===== config.mk =====
export PLATFORM = sky130hd
export DESIGN_NAME = xcvr_reconfig_ctrl
export DESIGN_NICKNAME = d
export VERILOG_FILES = /design/src/rtl/xcvr_reconfig_pkg.sv /design/src/rtl/lane_port.sv /design/src/rtl/image_fetch.sv /design/src/rtl/xcvr_reconfig_ctrl.sv
export VERILOG_INCLUDE_DIRS = /design/src /design/src/rtl
export SDC_FILE = /design/constraint.sdc
export NUM_CORES = 1
export LEC_CHECK = 0
export ABC_AREA = 1
export BUFFER_PORTS_ARGS = -buffer_cell sky130_fd_sc_hd__buf_2
export CAP_MARGIN = 20
export CORE_MARGIN = 10
export CORE_UTILIZATION = 29
export DETAILED_ROUTE_END_ITERATION = 8
export HOLD_SLACK_MARGIN = 0.05
export PLACE_DENSITY = 0.47
export SLEW_MARGIN = 10
export SYNTH_ARGS = -nofsm -noshare
export SYNTH_HDL_FRONTEND = slang
export SYNTH_HIERARCHICAL = 1
export SYNTH_SLANG_ARGS = --single-unit

===== constraint.sdc =====
create_clock -name ref_clk -period 14.87 [get_ports ref_clk]
set_clock_uncertainty 0.05 [all_clocks]
set_input_delay 1.487 -clock ref_clk [delete_from_list [all_inputs] [get_ports ref_clk]]
set_output_delay 1.487 -clock ref_clk [all_outputs]
set_load 0.005 [all_outputs]

===== src/rtl/xcvr_reconfig_consts.svh =====
`ifndef XCVR_RECONFIG_CONSTS_SVH
`define XCVR_RECONFIG_CONSTS_SVH

// Management register word addresses, one 32-bit register each
`define REG_PMA_CHAN 7'h08
`define REG_PMA_CSR 7'h0A
`define REG_PMA_OFS 7'h0B
`define REG_PMA_DATA 7'h0C
`define REG_EYE_CSR 7'h12
`define REG_DFE_CSR 7'h1A
`define REG_DCD_CSR 7'h22
`define REG_AEQ_CSR 7'h2A
`define REG_ATX_CSR 7'h32
`define REG_STR_CSR 7'h3A
`define REG_STR_BASE 7'h3C
`define REG_PLL_CSR 7'h42

// Control and status bit positions
`define CSR_WRITE_BIT 0
`define CSR_READ_BIT 1
`define CSR_START_BIT 0
`define CSR_BUSY_BIT 8
`define CSR_ERR_BIT 9

// Field widths and reset values
`define CHAN_W 10
`define OFS_W 6
`define DATA_W 7
`define RDATA_RST 32'h0000_0000
`define IMG_BASE_RST 32'h0000_0000

// Duty-cycle calibration threshold, 4.9152 Gbps in kbit/s
`define DCD_MIN_RATE_KBPS 4915200

// Image words are 16 bits, addressed by byte
`define IMG_ADDR_STEP 32'h0000_0002

`endif


===== src/rtl/xcvr_reconfig_pkg.sv =====
package xcvr_reconfig_pkg;

  // Command carried on each 70-bit lane update bus
  typedef struct packed {
    logic wr;
    logic rd;
    logic ocal;
    logic dcd;
    logic [15:0] addr;
    logic [15:0] wdata;
    logic [33:0] rsvd;
  } lane_cmd_t;

  // Answer carried on each 46-bit return bus
  typedef struct packed {
    logic ack;
    logic err;
    logic [15:0] rdata;
    logic [27:0] rsvd;
  } lane_ret_t;

  typedef enum logic [3:0] {
    S_OCAL, S_DCD_WAIT, S_DCD, S_IDLE, S_PMA_WR, S_PMA_RD, S_STREAM, S_STR_WR
  } seq_state_t;

  typedef enum logic [1:0] {
    F_IDLE, F_REQ, F_HOLD
  } fetch_state_t;

endpackage : xcvr_reconfig_pkg


===== src/rtl/lane_port.sv =====
`timescale 1ns/1ps
`include "xcvr_reconfig_consts.svh"

module lane_port
  import xcvr_reconfig_pkg::*;
(
  input wire logic ref_clk,
  input wire logic rst_n,
  input wire logic clr,
  input wire logic sel,
  input wire lane_cmd_t cmd,
  output lane_cmd_t lane_out,
  input wire lane_ret_t lane_in,
  output logic ack,
  output logic err,
  output logic [15:0] rdata
);

  typedef struct packed {
    lane_cmd_t cmd;
  } lane_reg_t;

  lane_reg_t s_q;
  lane_reg_t s_d;
  logic active;

  // Bus carries the command only while selected; own ack drops it at once,
  // so the lane is clear when the sequencer returns to idle
  always_comb begin
    s_d = s_q;
    s_d.cmd = (sel && !clr && !ack) ? cmd : '0;
  end

  always_ff @(posedge ref_clk or negedge rst_n) begin
    if (!rst_n) begin
      s_q <= '0;
    end else begin
      s_q <= s_d;
    end
  end

  // Answer counts only once our own command is on the wires
  assign active = s_q.cmd.wr | s_q.cmd.rd | s_q.cmd.ocal | s_q.cmd.dcd;
  assign lane_out = s_q.cmd;
  assign ack = sel & active & lane_in.ack;
  assign err = ack & lane_in.err;
  assign rdata = ack ? lane_in.rdata : 16'h0000;

endmodule : lane_port


===== src/rtl/image_fetch.sv =====
`timescale 1ns/1ps
`include "xcvr_reconfig_consts.svh"

module image_fetch
  import xcvr_reconfig_pkg::*;
#(
  parameter logic [15:0] IMG_WORDS = 16'h0010
) (
  input wire logic ref_clk,
  input wire logic rst_n,
  input wire logic clr,
  input wire logic start,
  input wire logic [31:0] base,
  input wire logic take,
  output logic [31:0] img_address,
  output logic img_read,
  input wire logic [15:0] img_readdata,
  input wire logic img_waitrequest,
  output logic word_valid,
  output logic [15:0] word,
  output logic busy
);

  if (IMG_WORDS == 16'h0000 || IMG_WORDS[0]) begin : g_bad_words
    $error("IMG_WORDS must be even and non-zero");
  end

  typedef struct packed {
    fetch_state_t st;
    logic [31:0] addr;
    logic [15:0] left;
    logic [15:0] word;
  } fetch_reg_t;

  fetch_reg_t s_q;
  fetch_reg_t s_d;

  // One read at a time; next read waits until the word is taken
  always_comb begin
    s_d = s_q;
    case (s_q.st)
      F_IDLE: begin
        if (start) begin
          s_d.st = F_REQ;
          s_d.addr = base;
          s_d.left = IMG_WORDS;
        end
      end
      F_REQ: begin
        if (!img_waitrequest) begin
          s_d.word = img_readdata;
          s_d.addr = s_q.addr + `IMG_ADDR_STEP;
          s_d.left = s_q.left - 16'h0001;
          s_d.st = F_HOLD;
        end
      end
      F_HOLD: begin
        if (take) begin
          s_d.st = (s_q.left == 16'h0000) ? F_IDLE : F_REQ;
        end
      end
      default: s_d.st = F_IDLE;
    endcase
    if (clr) begin
      s_d.st = F_IDLE;
    end
  end

  always_ff @(posedge ref_clk or negedge rst_n) begin
    if (!rst_n) begin
      s_q <= '{st: F_IDLE, addr: 32'h0000_0000, left: 16'h0000, word: 16'h0000};
    end else begin
      s_q <= s_d;
    end
  end

  // Address and strobe are held steady while the memory stalls
  assign img_address = s_q.addr;
  assign img_read = (s_q.st == F_REQ);
  assign word_valid = (s_q.st == F_HOLD);
  assign word = s_q.word;
  assign busy = (s_q.st != F_IDLE);

endmodule : image_fetch


===== src/rtl/xcvr_reconfig_ctrl.sv =====
`timescale 1ns/1ps
`include "xcvr_reconfig_consts.svh"

// Behaviour
// - Image fetch drives a 32-bit byte address.
// - Read strobe requests a word; 16-bit read data accepted.
// - Chain input, with status option, defers duty-cycle calibration while others run.
// - Transmit calibration busy feeds the next controller's chain input.
// - Duty-cycle calibration only for line rates at or above 4.9152 Gbps.
// - 70-bit update bus out, 46-bit return bus in, per interface.
// - One interface per channel and one per TX PLL.
// - Update-in-progress high while any operation runs; no new start meanwhile.
// - Each feature busy bit mirrors the update-in-progress output.
// - TX calibration busy high in initial calibration and reset, not manual.
// - RX calibration busy high in power-up offset cancellation and reset, not in duty-cycle calibration.
// - Calibration busy ports live only with the status option on.
// - Offset cancellation always present, runs once after power-up unasked.
// - Enabled duty-cycle calibration runs once during power-up.
// - Grouping lists interface counts per PHY; empty means one PHY.
// - Optional feature blocks exist only when their parameter is on.
// - Registers reached through a memory-mapped management slave.
// - Management reset active high, level, holds whole controller.
// - Management address decoded as a word address, one 32-bit register each.
module xcvr_reconfig_ctrl
  import xcvr_reconfig_pkg::*;
#(
  parameter int NUM_CH = 1,
  parameter int NUM_PLL = 1,
  parameter logic [31:0] IF_GROUPS = 32'h0000_0000,
  parameter int LINE_RATE_KBPS = 6144000,
  parameter bit EN_DCD = 1'b1,
  parameter bit EN_CAL_STATUS = 1'b1,
  parameter bit EN_PLL_CAL = 1'b0,
  parameter bit EN_EYE = 1'b0,
  parameter bit EN_DFE = 1'b0,
  parameter bit EN_AEQ = 1'b0,
  parameter bit EN_CHAN_PLL_RECONF = 1'b1,
  parameter bit EN_PLL_RECONF = 1'b0,
  parameter logic [15:0] IMG_WORDS = 16'h0010,
  localparam int NUM_IF = NUM_CH + NUM_PLL
) (
  input wire logic ref_clk,
  input wire logic arst_n,
  input wire logic mgmt_rst_reset,
  input wire logic [6:0] mgmt_address,
  input wire logic [31:0] mgmt_writedata,
  output logic [31:0] mgmt_readdata,
  input wire logic mgmt_write,
  input wire logic mgmt_read,
  output logic [31:0] img_address,
  output logic img_read,
  input wire logic [15:0] img_readdata,
  input wire logic img_waitrequest,
  output logic [NUM_IF*70-1:0] lane_update_bus_out,
  input wire logic [NUM_IF*46-1:0] lane_return_bus_in,
  output logic reconfig_busy,
  output logic tx_cal_busy,
  output logic rx_cal_busy,
  input wire logic cal_busy_in
);

  // Sum of the per-PHY interface counts, one byte each
  function automatic int group_sum(logic [31:0] g);
    int s;
    s = 0;
    for (int k = 0; k < 4; k++) begin
      s = s + int'(g[k*8 +: 8]);
    end
    return s;
  endfunction : group_sum

  // Elaboration checks on the options
  if (NUM_CH < 1 || NUM_PLL < 0 || NUM_IF > 1024) begin : g_bad_count
    $error("NUM_CH must be at least 1 and NUM_IF at most 1024");
  end
  if (IF_GROUPS != 32'h0000_0000 && group_sum(IF_GROUPS) != NUM_IF) begin : g_bad_group
    $error("IF_GROUPS counts must add up to NUM_IF");
  end

  localparam bit DCD_ON = EN_DCD && (LINE_RATE_KBPS >= `DCD_MIN_RATE_KBPS);
  localparam bit STR_ON = EN_CHAN_PLL_RECONF || EN_PLL_RECONF;
  localparam logic [9:0] LAST_CH = 10'(NUM_CH - 1);
  localparam logic [9:0] IF_COUNT = 10'(NUM_IF);

  typedef struct packed {
    seq_state_t st;
    logic init;
    logic [9:0] idx;
    logic [9:0] chan;
    logic [5:0] ofs;
    logic [6:0] data;
    logic err;
    logic [31:0] img_base;
    logic [15:0] img_ofs;
    logic [15:0] img_dat;
    logic img_have;
    logic [31:0] rdata;
  } ctrl_reg_t;

  ctrl_reg_t s_q;
  ctrl_reg_t s_d;
  logic [1:0] rst_sync_q;
  logic rst_n_i;
  logic clr;
  logic cmd_act;
  lane_cmd_t cmd;
  logic [NUM_IF-1:0] ack_vec;
  logic [NUM_IF-1:0] err_vec;
  logic [15:0] rdata_vec [NUM_IF];
  logic any_ack;
  logic any_err;
  logic [15:0] ret_rdata;
  logic chain_busy;
  logic fetch_start;
  logic fetch_take;
  logic word_valid;
  logic [15:0] word;
  logic fetch_busy;
  logic wr_pma_csr;
  logic wr_str_csr;
  logic wr_dcd_csr;
  logic [31:0] busy_word;

  // Asynchronous reset released through two flops
  always_ff @(posedge ref_clk or negedge arst_n) begin
    if (!arst_n) begin
      rst_sync_q <= 2'b00;
    end else begin
      rst_sync_q <= {rst_sync_q[0], 1'b1};
    end
  end
  assign rst_n_i = rst_sync_q[1];
  // Level reset from management holds every state machine
  assign clr = mgmt_rst_reset;

  // Chain input is ignored when the status option is off
  assign chain_busy = EN_CAL_STATUS ? cal_busy_in : 1'b0;

  // Command issued on the lane of the current index
  always_comb begin
    cmd = '0;
    cmd_act = 1'b1;
    case (s_q.st)
      S_OCAL: cmd.ocal = 1'b1;
      S_DCD: cmd.dcd = 1'b1;
      S_PMA_WR: begin
        cmd.wr = 1'b1;
        cmd.addr = {10'h000, s_q.ofs};
        cmd.wdata = {9'h000, s_q.data};
      end
      S_PMA_RD: begin
        cmd.rd = 1'b1;
        cmd.addr = {10'h000, s_q.ofs};
      end
      S_STR_WR: begin
        cmd.wr = 1'b1;
        cmd.addr = s_q.img_ofs;
        cmd.wdata = s_q.img_dat;
      end
      default: cmd_act = 1'b0;
    endcase
  end

  // One lane port per channel and per TX PLL
  for (genvar i = 0; i < NUM_IF; i++) begin : g_lane
    lane_port u_lane (
      .ref_clk(ref_clk),
      .rst_n(rst_n_i),
      .clr(clr),
      .sel(cmd_act && (s_q.idx == 10'(i))),
      .cmd(cmd),
      .lane_out(lane_update_bus_out[i*70 +: 70]),
      .lane_in(lane_return_bus_in[i*46 +: 46]),
      .ack(ack_vec[i]),
      .err(err_vec[i]),
      .rdata(rdata_vec[i])
    );
  end

  // Only the selected lane answers, so OR is a mux
  always_comb begin
    ret_rdata = 16'h0000;
    for (int i = 0; i < NUM_IF; i++) begin
      ret_rdata = ret_rdata | rdata_vec[i];
    end
  end
  assign any_ack = |ack_vec;
  assign any_err = |err_vec;

  // Configuration image fetcher
  image_fetch #(
    .IMG_WORDS(IMG_WORDS)
  ) u_fetch (
    .ref_clk(ref_clk),
    .rst_n(rst_n_i),
    .clr(clr),
    .start(fetch_start),
    .base(s_q.img_base),
    .take(fetch_take),
    .img_address(img_address),
    .img_read(img_read),
    .img_readdata(img_readdata),
    .img_waitrequest(img_waitrequest),
    .word_valid(word_valid),
    .word(word),
    .busy(fetch_busy)
  );

  // Trigger writes, acted on only when idle
  assign wr_pma_csr = mgmt_write && (mgmt_address == `REG_PMA_CSR);
  assign wr_str_csr = STR_ON && mgmt_write && (mgmt_address == `REG_STR_CSR);
  assign wr_dcd_csr = DCD_ON && mgmt_write && (mgmt_address == `REG_DCD_CSR);
  assign fetch_start = (s_q.st == S_IDLE) && wr_str_csr && mgmt_writedata[`CSR_START_BIT];
  assign fetch_take = (s_q.st == S_STREAM) && word_valid;
  assign busy_word = {22'h000000, s_q.err, reconfig_busy, 8'h00};

  // Sequencer and register file
  always_comb begin
    s_d = s_q;
    // Configuration writes
    if (mgmt_write && mgmt_address == `REG_PMA_CHAN) begin
      s_d.chan = mgmt_writedata[`CHAN_W-1:0];
    end
    if (mgmt_write && mgmt_address == `REG_PMA_OFS) begin
      s_d.ofs = mgmt_writedata[`OFS_W-1:0];
    end
    if (mgmt_write && mgmt_address == `REG_PMA_DATA) begin
      s_d.data = mgmt_writedata[`DATA_W-1:0];
    end
    if (STR_ON && mgmt_write && mgmt_address == `REG_STR_BASE) begin
      s_d.img_base = mgmt_writedata;
    end
    case (s_q.st)
      // Power-up offset cancellation, channels only
      S_OCAL: begin
        if (any_ack) begin
          if (s_q.idx == LAST_CH) begin
            s_d.idx = 10'h000;
            s_d.st = DCD_ON ? S_DCD_WAIT : S_IDLE;
            s_d.init = DCD_ON;
          end else begin
            s_d.idx = s_q.idx + 10'h001;
          end
        end
      end
      // Wait for calibration elsewhere on this side
      S_DCD_WAIT: begin
        if (!chain_busy) begin
          s_d.st = S_DCD;
        end
      end
      S_DCD: begin
        if (any_ack) begin
          if (s_q.idx == LAST_CH) begin
            s_d.idx = 10'h000;
            s_d.st = S_IDLE;
            s_d.init = 1'b0;
          end else begin
            s_d.idx = s_q.idx + 10'h001;
            s_d.st = S_DCD_WAIT;
          end
        end
      end
      // New operations accepted only here
      S_IDLE: begin
        if (wr_pma_csr && (mgmt_writedata[`CSR_WRITE_BIT] || mgmt_writedata[`CSR_READ_BIT])) begin
          s_d.err = (s_q.chan >= IF_COUNT);
          s_d.idx = s_q.chan;
          if (s_q.chan < IF_COUNT) begin
            s_d.st = mgmt_writedata[`CSR_WRITE_BIT] ? S_PMA_WR : S_PMA_RD;
          end
        end else if (fetch_start) begin
          s_d.err = (s_q.chan >= IF_COUNT);
          s_d.idx = s_q.chan;
          s_d.img_have = 1'b0;
          s_d.st = S_STREAM;
        end else if (wr_dcd_csr && mgmt_writedata[`CSR_START_BIT]) begin
          // Manual rerun leaves the calibration busy outputs low
          s_d.idx = 10'h000;
          s_d.init = 1'b0;
          s_d.st = S_DCD_WAIT;
        end
      end
      S_PMA_WR: begin
        if (any_ack) begin
          s_d.err = any_err;
          s_d.st = S_IDLE;
        end
      end
      S_PMA_RD: begin
        if (any_ack) begin
          s_d.err = any_err;
          s_d.data = ret_rdata[`DATA_W-1:0];
          s_d.st = S_IDLE;
        end
      end
      // Image words pair as offset then data
      S_STREAM: begin
        if (word_valid && !s_q.img_have) begin
          s_d.img_ofs = word;
          s_d.img_have = 1'b1;
        end else if (word_valid) begin
          s_d.img_dat = word;
          s_d.img_have = 1'b0;
          s_d.st = s_q.err ? S_STREAM : S_STR_WR;
        end else if (!fetch_busy) begin
          s_d.st = S_IDLE;
        end
      end
      S_STR_WR: begin
        if (any_ack) begin
          s_d.err = any_err;
          s_d.st = S_STREAM;
        end
      end
      default: s_d.st = S_IDLE;
    endcase
    // Read data registered, one cycle after the read strobe
    if (mgmt_read) begin
      case (mgmt_address)
        `REG_PMA_CHAN: s_d.rdata = {22'h000000, s_q.chan};
        `REG_PMA_CSR: s_d.rdata = busy_word;
        `REG_PMA_OFS: s_d.rdata = {26'h0000000, s_q.ofs};
        `REG_PMA_DATA: s_d.rdata = {25'h0000000, s_q.data};
        `REG_EYE_CSR: s_d.rdata = EN_EYE ? busy_word : 32'h0000_0000;
        `REG_DFE_CSR: s_d.rdata = EN_DFE ? busy_word : 32'h0000_0000;
        `REG_DCD_CSR: s_d.rdata = DCD_ON ? busy_word : 32'h0000_0000;
        `REG_AEQ_CSR: s_d.rdata = EN_AEQ ? busy_word : 32'h0000_0000;
        `REG_ATX_CSR: s_d.rdata = EN_PLL_CAL ? busy_word : 32'h0000_0000;
        `REG_STR_CSR: s_d.rdata = STR_ON ? busy_word : 32'h0000_0000;
        `REG_STR_BASE: s_d.rdata = STR_ON ? s_q.img_base : 32'h0000_0000;
        `REG_PLL_CSR: s_d.rdata = EN_PLL_RECONF ? busy_word : 32'h0000_0000;
        default: s_d.rdata = `RDATA_RST;
      endcase
    end
    // Reset held by level restarts power-up calibration
    if (clr) begin
      s_d = '0;
      s_d.st = S_OCAL;
      s_d.init = 1'b1;
    end
  end

  always_ff @(posedge ref_clk or negedge rst_n_i) begin
    if (!rst_n_i) begin
      s_q <= '0;
      s_q.st <= S_OCAL;
      s_q.init <= 1'b1;
      s_q.img_base <= `IMG_BASE_RST;
    end else begin
      s_q <= s_d;
    end
  end

  assign mgmt_readdata = s_q.rdata;
  // Busy covers every state but idle, including power-up calibration
  assign reconfig_busy = (s_q.st != S_IDLE) || !rst_n_i || clr;
  // Ports tie low when the status option is off; a port list cannot shrink
  assign tx_cal_busy = EN_CAL_STATUS && (!rst_n_i || clr || (s_q.init && s_q.st != S_IDLE));
  assign rx_cal_busy = EN_CAL_STATUS && (!rst_n_i || clr || (s_q.init && s_q.st == S_OCAL));

endmodule : xcvr_reconfig_ctrl


== Word-level counts from Yosys, hierarchy flattened ==
Index checks and enable logic that the tools add are counted.
Operators by class
  $add $sub $neg: 3
  order comparisons: 2
  eq/ne operators: 43
  multiplexer cells: 63
  bitwise logic cells: 14
  reductions and logical operators: 64
Operators by type and width (count)
  case mux 32 bit (5 select lines): 1
  two-way mux 70 bit: 2
  two-way mux 136 bit: 1
  two-way mux 32 bit: 3
  case mux 48 bit (2 select lines): 1
  two-way mux 66 bit: 1
  case mux 16 bit (2 select lines): 2
  two-way mux 50 bit: 1
  two-way mux 15 bit: 3
  inequality test 3 bit (second input constant): 14
  two-way mux 10 bit: 4
  two-way mux 4 bit: 9
  case mux 11 bit (3 select lines): 1
  adder 32 x 2 -> 32 bit (second input constant): 1
  two-way mux 16 bit: 2
  equality test 7 x 4 -> 1 bit (second input constant): 4
  two-way mux 7 bit: 4
  case mux 4 bit (7 select lines): 1
  equality test 7 x 6 -> 1 bit (second input constant): 3
  logical AND 1 bit: 21
  nonzero test 2 bit: 9
  two-way mux 1 bit: 17
  two-way mux 17 bit: 1
  equality test 4 x 3 -> 1 bit (second input constant): 4
  other kinds (43): 79
Word-level totals
  bits in registers: 344
  bits of input ports: 154
  output and inout port bits: 208
  word-level logic and storage cells: 220

== Depth between registers and ports, before layout ==
  word-level depth: 11
  gate-level depth with buffers: 20
  depth with buffers taken out: 19

== Hierarchy ==
Netlist, hierarchy kept.
Modules (own cells, without submodules)
  xcvr_reconfig_ctrl: times used 1, cells each 928, area an instance 7298.2 µm², seq. area each 3429.5 µm²
  lane_port: times used 2, cells each 262, area an instance 2616.3 µm², seq. area each 1751.7 µm²
  image_fetch: times used 1, cells each 638, area an instance 4327.9 µm², seq. area each 1651.6 µm²

== Worst setup path after synthesis ==
Ideal clock, no wire load.
  path kind: register to output
  start point: register rst_sync_q[1]
  end point: output port reconfig_busy
  data arrival time: 8351 ps
  required time: 13333 ps
  path slack: 4982 ps
  cell stages (with the launch flop): 2
  path buffers: 0
  cells stage by stage: dfrtp_1 -> nand2_1
On the way
  longest elaborated chain between the ends: 3
RTL lines
  start: declaration: RTL line xcvr_reconfig_ctrl.sv:102  | logic [1:0] rst_sync_q;
  start signal: assignment: RTL line xcvr_reconfig_ctrl.sv:129  | rst_sync_q <= {rst_sync_q[0], 1'b1};
  zero test 1 bit (no line)
  logical OR 1 bit (2 in series): RTL line xcvr_reconfig_ctrl.sv:357  | assign reconfig_busy = (s_q.st != S_IDLE) || !rst_n_i || clr;
  end: declaration: RTL line xcvr_reconfig_ctrl.sv:56  | output logic reconfig_busy,
Every way passes these cells.

== Final worst setup path ==
  start point: input port mgmt_address[6]
  end point: register u_fetch.s_q, in the netlist u_fetch/img_address[31]
On the way
  longest elaborated chain between the ends: 6
RTL lines
  start: declaration: RTL line xcvr_reconfig_ctrl.sv:45  | input wire logic [6:0] mgmt_address,
  equality test 7 x 6 -> 1 bit
  logical AND 1 bit: RTL line xcvr_reconfig_ctrl.sv:211  | assign wr_str_csr = STR_ON && mgmt_write && (mgmt_address == `REG_STR_CSR);
  logical AND 1 bit (2 in series): RTL line xcvr_reconfig_ctrl.sv:213  | assign fetch_start = (s_q.st == S_IDLE) && wr_str_csr && mgmt_writedata[`CSR_START_BIT];
  net fetch_start: RTL line xcvr_reconfig_ctrl.sv:114  | logic fetch_start;
  inequality test 2 bit (no line)
  AND reduction 3 bit (no line)
  end signal: assignment: RTL line image_fetch.sv:71  | s_q <= '{st: F_IDLE, addr: 32'h0000_0000, left: 16'h0000, word: 16'h0000};
  end: declaration: RTL line image_fetch.sv:35  | fetch_reg_t s_q;
The timed path passes the listed nets, and every way through them passes these cells.
A chain may end at the register's enable or synchronous reset.

==> flow_summary_export.csv <==
group,metric,value,unit
power,finalPower,2620,uW
grt,globalRouteTotalUtil,0.154,
power,power.switching,775,uW
setup_path,cp_num_buf_inv,4,
clocking,cts_buffers,42,
sta,period_share,0.268,
power,pwr-share-clk,0.425,
setup_path,cp_cell_sequence,"buf_2 -> inv_1 -> nand3_1 -> nor2_2 -> nand3_4 -> inv_1 -> nand2_1 -> nand2_2 -> inv_2 -> a21oi_1 -> a21oi_1",
sta,finalSetupViolCount,0,
route,ant_nets,0,
layout,final_nets,2476,
clocking,clock_latency,0.58,ns
yosys,avgSynthCellArea,8.14,sq um
route,viasPerCell,4.35,
die,io-pin-count,362,
route,wl_per_cell,17.2,microns
setup_path,rrSetupSlack,11.31,ns
setup_path,crit_cells,11,
grt,grt_pass1_wl,81300,microns
grt,use_met1,0.201,
layout,drive_gt1_frac,0.212,
place,io_buffer_count,287,
sta,maxSlewHeadroom,0.295,
sta,fmax,0.251,GHz
die,die-area,67700,sq um
layout,n_fill_cell,5979,
grt,grt_pass1_vias,13400,
setup_path,r2r.worst_path.cells,12,
grt,use_met3,0.0346,
route,vias,13500,
sta,tightest_slew,1.06,ns
yosys,synth_warnings,6,
grt,gr-total-overflow,0,
route,drtIter0Drc,842,
grt,grt_start_max_net_pins,81,
yosys,syn_inst,2054,
layout,area_delta_synth_final,19.4,%
clocking,post_cts_buffers,0,
setup_path,max_stage_delay,0.72,ns
route,first_pass_iters,5,
power,ir_drop,0.0791,mV
grt,antenna_found_initial,5,
place,gp_congestion,0.871,
clocking,root_buffer,"clkbuf_16",
grt,grt_use_met2,0.250,
power,leakage,0.0103,uW
sta,tns,0,ns
setup_path,cpLargestDelayFamily,"simple AND/OR/NAND/NOR gates",
clocking,path_clk_slew,0.06,ns
yosys,netlist_area,16700,sq um
grt,top_usage_layer,"met2",
power,p_int,1850,uW
setup_path,critPathArrivalTime,4.39,ns
setup_path,worstSetupStartpointType,"input pin",
setup_path,cp_slowest_cell,"nand2_2",
die,core,56700,sq um
die,die_height,260,microns
sta,hold_viol,0,
power,p_per_area,131,nW/um^2
die,rows,87,
clocking,cts_hold_buf,0,
layout,antenna_cells,0,
sta,rsz0062_at_grt,"no",
min_path,hold_class,"flop to asynchronous set/reset pin",
power,swShare,0.295,
power,pwr-share-seq,0.423,
sta,period_minus_slack,3.99,ns
die,die_w,260,microns
flow_run,cap_violations,0,
clocking,cts_tree,"done",
clocking,clockBufferDepth,3,
setup_path,critPathCaptureType,"flop",
route,drc,0,
setup_path,crit_path_max_fanout,36,
setup_path,required,15.27,ns
clocking,clock_sinks,343,
die,initial_core_util,0.295,
clocking,cts_resized,0,
power,combPwrFrac,0.152,
setup_path,critPathKind,"input pin to flop",
sta,slew_viol_final,0,
run_status,status,"finished, final reports clean",
route,wirelength,53300,microns
place,place_hpwl,38800,microns
clocking,cts-htree-levels,2,
==> area by class of cell <==
class / count / area [sq um] / area share
clock buffer: 65 / 1310 / 0.0655
clock inverter: 13 / 215 / 0.0108
inverter: 362 / 1360 / 0.0683
multi-input combinational: 1267 / 5960 / 0.298
sequential: 343 / 8590 / 0.430
tap: 756 / 946 / 0.0474
timing repair buffer: 300 / 1590 / 0.0798
==> worst paths after layout <==
kind                                       from                       endpoint
worst min-delay path              rst_sync_q[1]  g_lane[0].u_lane/lane_out[23]
worst max-delay path            mgmt_address[6]        u_fetch/img_address[31]
min in group ref_clk              rst_sync_q[0]                  rst_sync_q[1]
max in group asynchronous         rst_sync_q[1]  g_lane[1].u_lane/lane_out[28]
worst min register to register    rst_sync_q[1]  g_lane[0].u_lane/lane_out[23]
worst max register to register         s_q[132]                       s_q[104]
==> power by group through the flow <==
stage               registers, uW  clock network [uW]  logic [uW]
global placement             1130                   0         397
global route                 1120                1190         455
CTS                          1110                1150         402
floorplan                    1110                   0         331
finish                       1110                1110         399
detailed placement           1130                   0         400
==> layer usage <==
| metal | vias up | routed length (microns) |
|---|---|---|
| met5 | - | 60 |
| met4 | 10 | 1280 |
| met3 | 79 | 3190 |
| met2 | 324 | 25600 |
| met1 | 6407 | 23200 |
| li1 | 6697 | - |
==> registers in the layout, summed over array words and instances, names as in the netlist <==
signal,count
g_lane.u_lane/lane_out,140
s_q,102
mgmt_readdata,32
u_fetch/img_address,32
u_fetch/s_q,18
u_fetch/word,16
rst_sync_q,2
busy_word,1
==> cells in the final DEF, fill, tap and decap left out, types with 3 or more instances in the layout <==
master,n
a21oi_1,62
a22oi_1,28
buf_16,3
buf_2,287
buf_4,10
bufinv_16,5
clkbuf_1,7
clkbuf_16,43
clkbuf_8,15
clkinv_2,5
conb_1,69
dfrtp_1,341
ha_1,6
inv_1,348
inv_2,12
nand2_1,430
nand2_2,6
nand2_4,9
nand3_1,116
nand3_2,5
nand4_1,11
nor2_1,266
nor2_2,68
nor2_4,4
nor3_1,5
o211ai_1,17
o21a_1,3
o21ai_0,78
o21ai_1,6
o22ai_1,40
o31ai_1,3
or2_2,10
xor2_1,5
==> stage by stage <==
step                      cells   util  area, sq um  setup WS (ns)  hold WS [ns]
final                      3106  0.352        20000          10.88         0.246
after global routing       3106  0.352        20000          10.54         0.294
after CTS                  3103  0.351        19900          10.79         0.308
after detailed placement   3025  0.324        18400          10.16         0.293
after global placement     3025  0.324        18400          10.23         0.289
after floorplan            2121      -        17000           4.51         0.281
==> worst register-to-register path: cells and delay by family, from the launching register on <==
kind / cells / cell delay [ns]
AOI/OAI and AO/OA: 2 / 1.40
and+or+nand+nor: 4 / 0.62
DFF: 1 / 0.55
buffers and inverters: 5 / 0.44
adders and majority gates: 1 / 0.36
(Power assumes the default switching activity.)
